File: config.mk
export PLATFORM = sky130hd
export DESIGN_NAME = tac_cfg
export DESIGN_NICKNAME = d
export VERILOG_FILES = /design/src/tac_pkg.sv /design/src/tac_cfg.sv
export SDC_FILE = /design/constraint.sdc
export NUM_CORES = 1
export LEC_CHECK = 0
export ABC_AREA = 1
export BUFFER_PORTS_ARGS = -buffer_cell sky130_fd_sc_hd__buf_2
export CORE_ASPECT_RATIO = 1.5
export CORE_UTILIZATION = 54
export CTS_BUF_LIST = sky130_fd_sc_hd__clkbuf_8
export DETAILED_ROUTE_END_ITERATION = 10
export PLACE_DENSITY = 0.84
export SLEW_MARGIN = 20
export SYNTH_ARGS = -nofsm -noshare
export SYNTH_HDL_FRONTEND = slang
export SYNTH_SLANG_ARGS = --single-unit
File: constraint.sdc
create_clock -name core_clk -period 5.1 [get_ports core_clk]
set_clock_uncertainty 0.2 [all_clocks]
set_input_delay 0 -clock core_clk [delete_from_list [all_inputs] [get_ports core_clk]]
set_output_delay 0 -clock core_clk [all_outputs]
set_load 0.01 [all_outputs]
File: src/tac_pkg.sv
// constants for the thermal alert configuration register block
// assumes a single core clock domain and a bus engine that decodes the pointer
package tac_pkg;
   // ------------------------------------------------------------
   // configuration register layout
   // ------------------------------------------------------------
   localparam int unsigned CFG_W = 16;
   localparam logic [15:0] CFG_RESET = 16'h0000;
   localparam int unsigned BIT_MODE = 0;
   localparam int unsigned BIT_POL = 1;
   localparam int unsigned BIT_CRIT_ONLY = 2;
   localparam int unsigned BIT_EN = 3;
   localparam int unsigned BIT_STATUS = 4;
   localparam int unsigned BIT_CLEAR = 5;
   localparam int unsigned BIT_WLOCK = 6;
   localparam int unsigned BIT_CLOCK = 7;
   localparam int unsigned BIT_SHDN = 8;
   localparam int unsigned BIT_HYST_LO = 9;
   localparam int unsigned BIT_HYST_HI = 10;
   // ------------------------------------------------------------
   // temperature arithmetic, in units of 1/16 degree
   // ------------------------------------------------------------
   localparam int unsigned TW = 15;
   localparam logic signed [14:0] HYST_NONE = 15'sh0000;
   localparam logic signed [14:0] HYST_1P5 = 15'sh0018;
   localparam logic signed [14:0] HYST_3 = 15'sh0030;
   localparam logic signed [14:0] HYST_6 = 15'sh0060;
endpackage

File: src/tac_cfg.sv
// thermal alert configuration register, alarm flags and open-drain alert pin
// assumes the bus engine pulses cfg_wr for a host write to this register and
// honours the lock outputs when writing the limit registers
`timescale 1ns/1ps
module tac_cfg (
   input wire logic core_clk,
   input wire logic rst_n,
   input wire logic cfg_wr,
   input wire logic [15:0] cfg_wdata,
   output logic [15:0] cfg_rdata,
   input wire logic sample_valid,
   input wire logic [12:0] temp_sample,
   input wire logic [15:0] upper_limit,
   input wire logic [15:0] lower_limit,
   input wire logic [15:0] crit_limit,
   output logic window_lock,
   output logic crit_lock,
   output logic sensor_shutdown,
   output logic above_window,
   output logic below_window,
   output logic above_crit,
   output logic event_out,
   output logic event_oe
);
   // ------------------------------------------------------------
   // state
   // ------------------------------------------------------------
   typedef struct packed {
      logic mode;
      logic pol;
      logic crit_only;
      logic en;
      logic wlock;
      logic clock;
      logic shdn;
      logic [1:0] hyst;
      logic above;
      logic below;
      logic crit;
      logic latch;
      logic status;
      logic pin_oe;
      logic pin_out;
      logic [15:0] rdata;
   } tac_state_t;

   tac_state_t s_q;
   tac_state_t s_d;

   logic signed [14:0] t_s;
   logic signed [14:0] up_s;
   logic signed [14:0] lo_s;
   logic signed [14:0] cr_s;
   logic signed [14:0] h_s;
   logic unlocked;
   logic cond_q;
   logic cond_d;
   logic new_event;
   logic clr;

   // ------------------------------------------------------------
   // operand scaling: limits carry 0.25 degree steps, sample 1/16
   // ------------------------------------------------------------
   // limit bits 1:0 forced to zero so both sides share the 1/16 grid
   // two spare sign bits leave headroom for the hysteresis subtraction
   assign t_s = {{2{temp_sample[12]}}, temp_sample};
   assign up_s = {{2{upper_limit[12]}}, upper_limit[12:2], 2'b00};
   assign lo_s = {{2{lower_limit[12]}}, lower_limit[12:2], 2'b00};
   assign cr_s = {{2{crit_limit[12]}}, crit_limit[12:2], 2'b00};

   // hysteresis amount follows the selected code
   always_comb begin
      case (s_q.hyst)
         2'b01: h_s = tac_pkg::HYST_1P5;
         2'b10: h_s = tac_pkg::HYST_3;
         2'b11: h_s = tac_pkg::HYST_6;
         default: h_s = tac_pkg::HYST_NONE;
      endcase
   end

   assign unlocked = !(s_q.wlock || s_q.clock);
   assign cond_q = s_q.crit_only ? s_q.crit : (s_q.above || s_q.below || s_q.crit);

   // ------------------------------------------------------------
   // next state
   // ------------------------------------------------------------
   always_comb begin
      s_d = s_q;
      clr = 1'b0;
      // lock state before this write decides; new locks bite from next write
      if (cfg_wr) begin
         if (unlocked) begin
            s_d.mode = cfg_wdata[tac_pkg::BIT_MODE];
            s_d.pol = cfg_wdata[tac_pkg::BIT_POL];
            s_d.en = cfg_wdata[tac_pkg::BIT_EN];
            s_d.hyst = cfg_wdata[tac_pkg::BIT_HYST_HI:tac_pkg::BIT_HYST_LO];
         end
         if (!s_q.wlock) begin
            s_d.crit_only = cfg_wdata[tac_pkg::BIT_CRIT_ONLY];
         end
         // locks only ever set; zeros written are ignored
         s_d.wlock = s_q.wlock | cfg_wdata[tac_pkg::BIT_WLOCK];
         s_d.clock = s_q.clock | cfg_wdata[tac_pkg::BIT_CLOCK];
         if (!cfg_wdata[tac_pkg::BIT_SHDN]) begin
            s_d.shdn = 1'b0;
         end else if (unlocked) begin
            s_d.shdn = 1'b1;
         end
         clr = cfg_wdata[tac_pkg::BIT_CLEAR] && s_q.mode;
      end
      // shutdown freezes the flags: no sample is taken; only a write can still make an event
      if (sample_valid && !s_q.shdn) begin
         s_d.above = s_q.above ? (t_s > up_s - h_s) : (t_s > up_s);
         s_d.below = s_q.below ? (t_s < lo_s) : (t_s < lo_s - h_s);
         s_d.crit = s_q.crit ? (t_s > cr_s - h_s) : (t_s > cr_s);
      end
      cond_d = s_d.crit_only ? s_d.crit : (s_d.above || s_d.below || s_d.crit);
      new_event = cond_d && !cond_q;
      // a fresh event in the clearing cycle still latches
      if (!s_d.mode) begin
         s_d.latch = 1'b0;
      end else begin
         s_d.latch = new_event || (s_q.latch && !clr);
      end
      s_d.status = s_d.mode ? s_d.latch : cond_d;
      // open drain: active low pulls when asserted, active high pulls when idle
      s_d.pin_oe = s_d.en && (s_d.status ^ s_d.pol);
      s_d.pin_out = 1'b0;
      // status write data is never looked at; clear and reserved read zero
      s_d.rdata = tac_pkg::CFG_RESET;
      s_d.rdata[tac_pkg::BIT_MODE] = s_d.mode;
      s_d.rdata[tac_pkg::BIT_POL] = s_d.pol;
      s_d.rdata[tac_pkg::BIT_CRIT_ONLY] = s_d.crit_only;
      s_d.rdata[tac_pkg::BIT_EN] = s_d.en;
      s_d.rdata[tac_pkg::BIT_STATUS] = s_d.status;
      s_d.rdata[tac_pkg::BIT_CLEAR] = 1'b0;
      s_d.rdata[tac_pkg::BIT_WLOCK] = s_d.wlock;
      s_d.rdata[tac_pkg::BIT_CLOCK] = s_d.clock;
      s_d.rdata[tac_pkg::BIT_SHDN] = s_d.shdn;
      s_d.rdata[tac_pkg::BIT_HYST_HI:tac_pkg::BIT_HYST_LO] = s_d.hyst;
   end

   // ------------------------------------------------------------
   // registers; power-on reset clears everything
   // ------------------------------------------------------------
   always_ff @(posedge core_clk or negedge rst_n) begin
      if (!rst_n) begin
         s_q <= '0;
      end else begin
         s_q <= s_d;
      end
   end

   assign cfg_rdata = s_q.rdata;
   assign window_lock = s_q.wlock;
   assign crit_lock = s_q.clock;
   assign sensor_shutdown = s_q.shdn;
   assign above_window = s_q.above;
   assign below_window = s_q.below;
   assign above_crit = s_q.crit;
   assign event_out = s_q.pin_out;
   assign event_oe = s_q.pin_oe;
endmodule

# After elaboration in Yosys (flattened, before gate mapping)
# Index checks and enable logic that the tools add are counted.
[op_classes]
n_lt_le_gt_ge = 6
eq_ne = 3
reduce_logical = 14
bitwise_logic = 3
mux = 17
n_addsub = 3
[ops]
columns = ["cell", "n"]
rows = [
  ["subtractor 13 x 8 -> 14 bit", 3],
  ["greater-than comparator 13 x 14 -> 1 bit", 2],
  ["greater-than comparator 13 bit", 2],
  ["one-hot mux 7 bit (3 select lines)", 1],
  ["less-than comparator 13 x 14 -> 1 bit", 1],
  ["less-than comparator 13 bit", 1],
  ["2-to-1 mux 1 bit", 12],
  ["2-to-1 mux 9 bit", 1],
  ["logical OR 1 bit", 6],
  ["logical AND 1 bit", 5],
  ["== test 2 bit (second input constant)", 2],
  ["2-to-1 mux 2 bit", 2],
  ["logical NOT 1 bit", 3],
  ["2-to-1 mux 3 bit", 1],
  ["== test 2 x 1 -> 1 bit (second input constant)", 1],
  ["OR 1 bit", 2],
  ["XOR 1 bit", 1],
]
[totals]
output_inout_bits = 24
reg_bits = 24
input_bits = 81
elab_cells = 60

# Depth between registers and ports, before layout
# Gate-level depths: netlist of the first run.
[depth]
depth_word = 15
mapped_depth = 32
depth_no_buf = 32

# Worst setup path after synthesis of the first run
# OpenSTA, ideal clock, no wires.
[synth_path]
path_kind = "flip-flop to flip-flop"
startpoint = "register cfg_rdata[10] (netlist name)"
endpoint = "register s_q, in the netlist event_oe"
required_ns = 4.782
synth_period_minus_slack_ns = 3.882
arrival_time_ns = 3.564
setup_ns = 0.118
n_path_buf = 0
path_slack_ns = 1.218
stages_incl_launch_ff = 31
cell_sequence = "dfrtp_1 inv_1 ha_1 ha_1 nand2_1 nor2_1 a211oi_1 o21a_1 inv_1 nor2_1 nand2_1 nor3_1 xor2_1 ha_1 nand2_1 nor2_2 and2_2 nand2_2 nand4_1 nand3_1 nand2_1 nand2_2 nand3_2 nand2_2 nand2_2 nand2_2 nand3_2 nand2_2 nand2_1 nand2_1 nor2_2"
[synth_rtl]
columns = ["item", "line", "source"]
rows = [
  ["to (signal assigned)", "tac_cfg.sv:148", "s_q <= '0;"],
  ["to (signal assigned)", "tac_cfg.sv:150", "s_q <= s_d;"],
  ["to (decl)", "tac_cfg.sv:47", "tac_state_t s_q;"],
]

==> impl_metrics.toml, run 1 <==
[status]
outcome = "finished clean"

[finish]
area.growth.synth_to_final_pct = 17.8
layout.nets = 725
final_cells = 633
final_util = 0.663
design_area_sq_um = 3840
layout-drive-gt1-share = 0.185
antennaDiodeCount = 0

[drt]
drt-met1-wl_microns = 2900
drt_iter0_drc = 76
route.detailed.vias_per_inst = 5.14
drc_errors = 0
wl_microns = 8060
wl_met3_microns = 307
met2_length_microns = 4700
wl_per_cell_microns = 12.7
drtAntennaViolNets = 0
vias = 3256
firstDrtPassIters = 4
highest_layer = "met4"

[critical_path]
cp_max_fo = 6
crit_path_end_kind = "flip-flop"
required_ns = 5.04
arrival_ns = 4.44
critPathKind = "reg2reg"
critPathLaunchType = "flip-flop"

[timing]
slew_viol_final = 0
fin_crit_sh = 0.882
hold_violations = 0
fmax_mhz = 222
setup_viol = 0
layout_setup_ws_ns = 0.602
finalSetupTns_ns = 0
min_period_ns = 4.50
rsz0062_at_grt = "false"

[logic_synthesis]
netlist_area_sq_um = 3260
ys_seq_elements = 15
yosysUniqueCellTypes = 29
syn-instance-count = 475
yosysTopAreaCellShare = 0.304
syn_area_per_cell_sq_um = 6.85
synth_area_leader_cell = "ha_1"
ys_top_cells_by_area = "ha_1, dfrtp_1, nand2_1, inv_1, nor2_1"
yosysWarnings = 0
synth_seq_area_share = 0.115

[placement]
place_hpwl_microns = 6760
dp.cells = 612
dpl_cell_area_sq_um = 3620
port_buffers = 76
gp_congestion = 0.834
pre_cts_ws_ns = 0.644

[die]
die_x_microns = 65.4
core_area_sq_um = 5790
start_util = 0.563
rows = 34
ios = 105
dieArea_sq_um = 6350
die_h_microns = 97.1

[flow_run]
maxCapViolCount = 0

[clock_tree]
cts_root_buf = "clkbuf_8"
cts_sinks = 15
cts_tree = "built"
ctsResizeCount = 0
htree_levels = 1
clk_latency_ns = 0.25
cts_made_buffers = 3
clk_pin_slew_ns = 0.06
clockBufferDepth = 2

[grt]
grt_usage = 0.264
grt_antenna_before_repair = 0
grt_max_degree = 10
grt-ovfl-total = 0
grt_pass1_vias = 3270
grt_pass1_wl_microns = 13400

[power_and_ir_drop]
swShare = 0.437
powerDensity_nw_per_um2 = 152
leakage_nw = 2.25
power_switching_w = 0.000255
p_int_w = 0.000329
vdd_drop_max_v = 0.000200
p_comb_frac = 0.566
power.share.sequential = 0.270
clockPowerShare = 0.163

[worst_hold_path]
hp-class = "in2reg"
-- per-stage QoR --
stage	hold WS (ns)	power [W]
2_1_floorplan	-0.496	0.000379
3_3_place_gp	-0.282	0.000457
3_5_place_dp	-0.273	0.000477
4_1_cts	0.00693	0.000582
5_1_grt	0.0500	0.000635
6_report	0.00565	0.000584
-- cells in the mapped netlist --
cell type	number
dfrtp_1	15
nand4_1	10
xnor2_1	3
inv_1	85
nand2_1	100
a21oi_1	28
nor3_1	3
conb_1	1
nand3_1	14
o21ai_0	13
and2_1	1
a21oi_2	1
nor2_2	4
nor3_2	2
a22oi_1	1
and2_2	1
o21a_1	3
or2_1	1
nand3_2	4
buf_4	17
mux2_2	2
ha_1	79
a21o_1	1
nor2_1	47
inv_2	2
a211oi_1	5
fa_1	3
xor2_1	20
nand2_2	9
-- worst paths after layout --
path,startpoint,end,slack (ns),cells past startpoint
worst max-delay path,cfg_rdata[10],event_oe,0.60,27
worst min-delay path,cfg_wr,cfg_rdata[10],0.006,3
worst max register to register,cfg_rdata[10],event_oe,0.60,27
worst min register to register,cfg_rdata[3],cfg_rdata[3],0.33,1
max in group asynchronous,rst_n,below_window,3.16,4
min in group asynchronous,rst_n,event_oe,0.54,3
-- area by class of cell --
class / instances / area, sq um
clock buffers: 3 / 41.3
flip-flops and latches: 15 / 375
repair buffers: 93 / 551
well taps: 72 / 90.1
clock inverters: 1 / 3.75
fillers: 524 / 1950
inverters: 87 / 327
multi-input cells: 362 / 2450
-- registers in the layout, indices dropped and copies added (netlist names) --
signal,cells
event_oe,1
below_window,1
cfg_rdata,9
above_crit,1
s_q,2
above_window,1
-- layout by cell type, fill, tap and decap left out, drive strengths merged --
master / count
nand4: 10
o21ai: 13
o21a: 3
buf: 76
a21oi: 29
nand3: 18
ha: 79
nor2: 51
dlygate4sd3: 17
mux2: 2
a21o: 1
conb: 7
xor2: 20
nand2: 109
fa: 3
dfrtp: 15
and2: 2
a211oi: 5
nor3: 5
a22oi: 1
xnor2: 3
or2: 1
inv: 88
clkbuf: 3
-- logic make-up (layout without fill, tap and decap cells) --
| logic type | after synthesis | in the layout | share of synthesized area |
|---|---|---|---|
| AOI/OAI and AO/OA | 52 | 52 | 0.0888 |
| muxes | 2 | 2 | 0.00692 |
| xor gates and xnor gates | 23 | 23 | 0.0619 |
| buffers and inverters | 104 | 184 | 0.140 |
| other | 1 | 7 | 0.00115 |
| DFF | 15 | 15 | 0.115 |
| adders and majority gates | 82 | 82 | 0.322 |
| and+or+nand+nor | 196 | 196 | 0.264 |
-- timing repair --
action | 4_1_cts | 5_1_grt
hold buffers | 17 | 0
endpoints found under the hold margin | 26 | 0
setup endpoints to repair | 0 | 0
buffers inserted | 0 | 0
-- critical path, cell delays in order (launching register included) --
cell and delay, ns:
dfrtp_1 0.40, inv_1 0.19, ha_1 0.39, ha_1 0.33
nand2_1 0.07, nor2_1 0.04, a211oi_1 0.30, o21a_1 0.21
nand2_1 0.09, nor2_1 0.16, nand3_1 0.11, xor2_1 0.15
ha_1 0.27, nand2_1 0.11, nor3_2 0.25, nand2_1 0.14
nand3_1 0.10, nand2_1 0.06, nand3_1 0.06, nand2_1 0.08
a21oi_2 0.20, nand2_2 0.07, nand2_2 0.07, nand3_2 0.07
nand2_2 0.09, nand2_1 0.06, nand2_1 0.09, nor2_2 0.04
-- routing by layer --
metal,GRT usage,up-vias
li1,-,1677
met1,0.248,1489
met2,0.568,77
met3,0.0164,13
met4,0.0619,0
met5,0,-
-- power by group through the flow --
stage	registers [W]	logic, W	clock network [W]
finish	0.000158	0.000331	0.0000955
global route	0.000160	0.000377	0.0000993
CTS	0.000157	0.000329	0.0000966
detailed placement	0.000158	0.000318	0
global placement	0.000156	0.000302	0
floorplan	0.000159	0.000220	0
(Power assumes the default switching activity.)
==> run 2, diff against run 1 <==
--- a/config.mk
+++ b/config.mk
@@ -5,10 +5,10 @@
 export SDC_FILE = /design/constraint.sdc
 export NUM_CORES = 1
 export LEC_CHECK = 0
-export ABC_AREA = 1
+export ABC_AREA = 0
 export BUFFER_PORTS_ARGS = -buffer_cell sky130_fd_sc_hd__buf_2
 export CORE_ASPECT_RATIO = 1.5
-export CORE_UTILIZATION = 54
+export CORE_UTILIZATION = 53
 export CTS_BUF_LIST = sky130_fd_sc_hd__clkbuf_8
 export DETAILED_ROUTE_END_ITERATION = 10
 export PLACE_DENSITY = 0.84
==> run 2 against run 1 <==
- register-to-register slack lost 0.06 ns
- die area down 3.6%
- setup slack got worse by 0.062 ns
- non-clock buffer count is 3 lower
- power increased by 42%
- critical path depth shrank 9
- sequential share of layout area grew 0.57 points
- fmax shrank 1.4%
- flip-flop and latch count unchanged
- clock power shrank 2%
- wire length fell by 5.4%
- largest power group unchanged
- highest routed layer unchanged
==> impl_metrics.toml, run 2 <==
[status]
outcome = "finished clean"

[logic_synthesis]
synth_top_family_by_area = "adder cells"
ys_top_cells_by_area = "ha_1, dfrtp_1, xnor2_1, inv_1, buf_4"
synth_edf_count = 0
syn-instance-count = 370
synth_seq_area_share = 0.122
yosysUniqueCellTypes = 52
synth_common_cells = "ha_1, inv_1, a21oi_1, nor2_1, xnor2_1"
yosysWarnings = 0
synth-xor-area-share = 0.0626
postSynth.asyncResetShare = 1.00
ys_seq_elements = 15
yosysTopAreaCellShare = 0.321
synth.area.mux_share = 0.0179
netlist_area_sq_um = 3080
synth_compound_area_frac = 0.185
synthAdderAreaFrac = 0.341
synth_area_leader_cell = "ha_1"
synth_ff_type = "dfrtp_1"
synth-simple-area-share = 0.173
synthMostInstantiatedCell = "ha_1"
syn_area_per_cell_sq_um = 8.32

[timing]
setup_viol = 0
hold_violations = 0
fmax_mhz = 219
fin_crit_sh = 0.894
rsz0062_at_grt = "false"
max_slew_margin = 0.529
min_period_ns = 4.56
finalSetupTns_ns = 0
slew_viol_final = 0
hold_slack_ns = 0.0391
tightest_slew_ns = 0.705

[die]
start_util = 0.556
core_area_sq_um = 5530
rows = 33
ios = 105
die_h_microns = 95.3
dieArea_sq_um = 6120
die_x_microns = 64.2

[critical_path]
path_cells = "inv_1 > ha_1 > ha_1 > a21oi_1 > o21ai_0 > a211oi_1 > nand2_1 > nor4_1 > xnor2_1 > ha_1 > and4_1 > nand2_1 > a21o_2 > a31o_2 > o21ai_2 > o21ai_4 > a21o_2 > a21oi_2"
r2r-end = "event_oe"
crit_family = "compound AO/OA/AOI/OAI gates"
crit_path_end_kind = "flip-flop"
ff2ff_setup_slack_ns = 0.54
worstPathBufferInverterCount = 1
critPathSlowestCell = "ha_1"
cpMostUsedCell = "ha_1"
arrival_ns = 4.54
critPathMaxStageDelay_ns = 0.41
reg2reg_depth = 18
required_ns = 5.08
critPathKind = "reg2reg"
r2r-start = "cfg_rdata[10]"
critPathLaunchType = "flip-flop"
cp_max_fo = 6

[worst_hold_path]
min_path_cells = 3
hp-class = "in2reg"
min_to = "cfg_rdata[2]"
hp-start = "cfg_wr"

[clock_tree]
clk_latency_ns = 0.25
htree_levels = 1
cts_sinks = 15
cts_root_buf = "clkbuf_8"
post-cts-setup-buffer-count = 0
cts_made_buffers = 3
clk_pin_slew_ns = 0.06
cts_tree = "built"
clockBufferDepth = 2

[drt]
drt_iter0_drc = 94
vias = 2920
wl_per_cell_microns = 14.6
drc_errors = 0
wl_microns = 7630
route.detailed.vias_per_inst = 5.58
drtAntennaViolNets = 0
firstDrtPassIters = 4

[finish]
layout.nets = 617
layout-drive-gt1-share = 0.216
design_area_sq_um = 3630
final_util = 0.655
final_common_cell = "ha_1"
final_cell_mix = "ha_1, buf_2, inv_1"
largest_register_ffs = 9
area.growth.synth_to_final_pct = 17.8
antennaDiodeCount = 0

[flow_run]
maxCapViolCount = 0

[grt]
grt_antenna_before_repair = 0
grt-ovfl-total = 0
grt_max_degree = 16
grt_pass1_vias = 2980
grt_usage = 0.254
grt_pass1_wl_microns = 12300

[placement]
port_buffers = 76
dpl_cell_area_sq_um = 3440
place_hpwl_microns = 6360
gp_congestion = 0.819

[power_and_ir_drop]
powerDensity_nw_per_um2 = 228
fin_total_pwr_w = 0.000828
vdd_drop_max_v = 0.000232
leakage_nw = 1.89
-- run 2: cell types whose count changed in the layout (fill, tap and decap cells not counted), moves of 5 or more --
cell and change:
nand2_2 -9, nand2_1 -81, nand2b_1 +7, nor2_1 -23, xnor2_1 +19, inv_1 -39
xor2_1 -20, nor2b_1 +6, nand4_1 -5, a21o_1 +11, nor4_1 +7
-- run 2: worst max-delay path by stage --
stage	start	endpoint	cells past startpoint	slack, ns
global placement	cfg_rdata[10]	event_oe	17	0.64
finish	cfg_rdata[10]	event_oe	18	0.54
CTS	cfg_rdata[10]	event_oe	18	0.51
floorplan	cfg_rdata[10]	event_oe	17	1.08
global route	cfg_rdata[10]	s_q[19]	18	0.19
detailed placement	cfg_rdata[10]	event_oe	18	0.55
-- run 2: area by class of cell --
type                    count  area [sq um]
fillers                   482          1910
flip-flops and latches     15           375
repair buffers             90           520
multi-input cells         298          2420
clock inverters             1          3.75
clock buffers               3          41.3
inverters                  46           173
well taps                  70          87.6
-- run 2: report_power, final --
group	internal [W]	switching, W
combinational	0.000257	0.000303
clock	0.0000533	0.0000407
sequential	0.000146	0.0000276
total	0.000456	0.000371
-- run 2: layer usage --
metal	global-route usage	up-vias	share of wire
li1	-	1470	-
met1	0.257	1358	0.40
met2	0.535	80	0.54
met3	0.0275	12	0.045
met4	0.0611	0	0.016
met5	0	-	0
-- run 2: kinds of logic after synthesis --
kind of cell             after synthesis
AND/OR/NAND/NOR                      102
adder cells (fa/ha/maj)               82
AO/OA/AOI/OAI                         80
buffers and inverters                 63
XOR/XNOR                              22
flip-flops                            15
multiplexers                           5
other                                  1
-- run 2: tightest hold or removal path: stages --
cell      delay (ns)
buf_2           0.13
nand2b_1        0.11
mux2_2          0.20
-- run 2: per-stage QoR --
step | std cells | setup slack, ns
6_report | 523 | 0.540
5_1_grt | 523 | 0.190
4_1_cts | 523 | 0.514
3_5_place_dp | 505 | 0.554
3_3_place_gp | 505 | 0.639
2_1_floorplan | 376 | 1.08
-- run 2: what timing repair did --
action                                  in CTS  in global routing
endpoints found under the hold margin       25                  0
hold buffers                                14                  0
endpoints found under the setup margin       0                  0
gates resized for setup                      0                  0
==> run 3, diff against run 2 <==
--- a/config.mk
+++ b/config.mk
@@ -7,7 +7,6 @@
 export LEC_CHECK = 0
 export ABC_AREA = 0
 export BUFFER_PORTS_ARGS = -buffer_cell sky130_fd_sc_hd__buf_2
-export CORE_ASPECT_RATIO = 1.5
 export CORE_UTILIZATION = 53
 export CTS_BUF_LIST = sky130_fd_sc_hd__clkbuf_8
 export DETAILED_ROUTE_END_ITERATION = 10
==> run 3 against run 2 <==
- final area about the same
- setup slack got worse by 0.068 ns
- wire length decreased by 3.2%
- combinational power about the same
- power decreased by 0.24%
- worst hold slack improved by 0.022 ns
- cell count increased by 0.38%
- non-clock buffer count unchanged
- largest power group unchanged
==> impl_metrics.toml, run 3 (synthesized netlist as in run 2, its figures left out) <==
[status]
outcome = "finished clean"

[critical_path]
cp.depth = 17
required_ns = 5.08
critPathMaxStageDelay_ns = 0.47
cpMostUsedCell = "ha_1"
worstPathBufferInverterCount = 1
crit_family = "compound AO/OA/AOI/OAI gates"
crit_path_end_kind = "flip-flop"
reg2reg_depth = 17
critPathSlowestCell = "a211oi_1"
critPathLaunchType = "flip-flop"
arrival_ns = 4.61
path_cells = "inv_1 > ha_1 > ha_1 > a21o_1 > a21o_1 > a211oi_1 > nand3_1 > xnor2_1 > ha_1 > nand3_1 > nor3_1 > o22ai_1 > and4b_1 > o32ai_4 > a21oi_2 > a21o_2 > a21oi_2"
critPathKind = "reg2reg"
cp_max_fo = 6

[timing]
tightest_slew_ns = 0.679
fin_crit_sh = 0.907
slew_viol_final = 0
hold_violations = 0
setup_viol = 0
finalSetupTns_ns = 0
rsz0062_at_grt = "false"
max_slew_margin = 0.546
min_period_ns = 4.63
hold_slack_ns = 0.0612
fmax_mhz = 216

[clock_tree]
htree_levels = 1
cts_sinks = 15
cts_root_buf = "clkbuf_8"
clockBufferDepth = 2
cts_tree = "built"
clk_latency_ns = 0.25
ctsResizeCount = 0
cts_made_buffers = 3
clk_pin_slew_ns = 0.06

[die]
dieArea_sq_um = 6120
die_x_microns = 78.2
core_area_sq_um = 5540
start_util = 0.556
die_h_microns = 78.2
rows = 27
ios = 105

[drt]
drtAntennaViolNets = 0
wl_microns = 7390
drt_iter0_drc = 120
wl_per_cell_microns = 14.1
wl_met3_microns = 231
drc_errors = 0
drt-met1-wl_microns = 3280
firstDrtPassIters = 4
met2_length_microns = 3660
vias = 2946
highest_layer = "met4"
route.detailed.vias_per_inst = 5.61

[finish]
seq_area_sq_um = 375
largest_register_ffs = 9
fill_cells = 452
antennaDiodeCount = 0
design_area_sq_um = 3630
layout.nets = 617
layout-drive-gt1-share = 0.216
final_cell_mix = "ha_1, buf_2, inv_1"
area.growth.synth_to_final_pct = 17.9
multi_input_area_sq_um = 2420
final_common_cell = "ha_1"

[grt]
grt_antenna_before_repair = 0
grt_pass1_vias = 3018
grt_max_degree = 16
grt-ovfl-total = 0
grt_usage = 0.253
grt_pass1_wl_microns = 12600

[flow_run]
maxCapViolCount = 0

[placement]
place_hpwl_microns = 6190
port_buffers = 76
dpl_cell_area_sq_um = 3440
gp_congestion = 0.910

[worst_hold_path]
hp-class = "in2reg"
min_path_cells = 4

[power_and_ir_drop]
vdd_drop_max_v = 0.000122
leakage_nw = 1.89
powerDensity_nw_per_um2 = 228
run 3: cell counts in the layout (fill, tap and decap cells not counted):
No cell type changed its count.
run 3: layout make-up:
type	count	area share
multi-input cells	298	0.668
repair buffers	90	0.143
flip-flops and latches	15	0.103
inverters	46	0.0476
well taps	72	0.0248
clock buffers	3	0.0114
clock inverters	1	0.00103
run 3: power breakdown:
group | internal (W) | switching [W]
sequential | 0.000146 | 0.0000268
clock | 0.0000533 | 0.0000406
combinational | 0.000257 | 0.000301
total | 0.000457 | 0.000369
run 3: path summary, 6_finish.rpt:
check                                    end          start  slack (ns)
max in group asynchronous            s_q[19]          rst_n        3.61
worst min register to register  cfg_rdata[3]   cfg_rdata[3]        0.34
worst min-delay path                 s_q[19]   cfg_wdata[5]        0.06
worst max register to register      event_oe  cfg_rdata[10]        0.47
worst max-delay path                event_oe  cfg_rdata[10]        0.47
min in group asynchronous       cfg_rdata[7]          rst_n        0.65
run 3: per-stage QoR:
stage               utilization  total power, W  worst slack (ns)  instances
floorplan                     -        0.000584              1.08        376
global placement          0.622        0.000693             0.668        507
detailed placement        0.622        0.000720             0.551        507
CTS                       0.655        0.000822             0.528        525
global route              0.655        0.000906             0.255        525
finish                    0.655        0.000826             0.472        525
run 3: repair_timing:
item / in CTS / in global routing
endpoints found under the hold margin: 26 / 0
hold buffers: 14 / 0
buffers inserted: 0 / 0
run 3: metal layers:
metal | up-vias | track usage
met4 | 0 | 0.0852
met2 | 74 | 0.463
li1 | 1482 | -
met5 | - | 0
met1 | 1370 | 0.307
met3 | 20 | 0.0221
run 3: worst min-delay path: cells and delay by family:
kind / cells / cell delay [ns]
compound gates: 1 / 0.11
simple gates: 2 / 0.27
buf+inv: 1 / 0.09
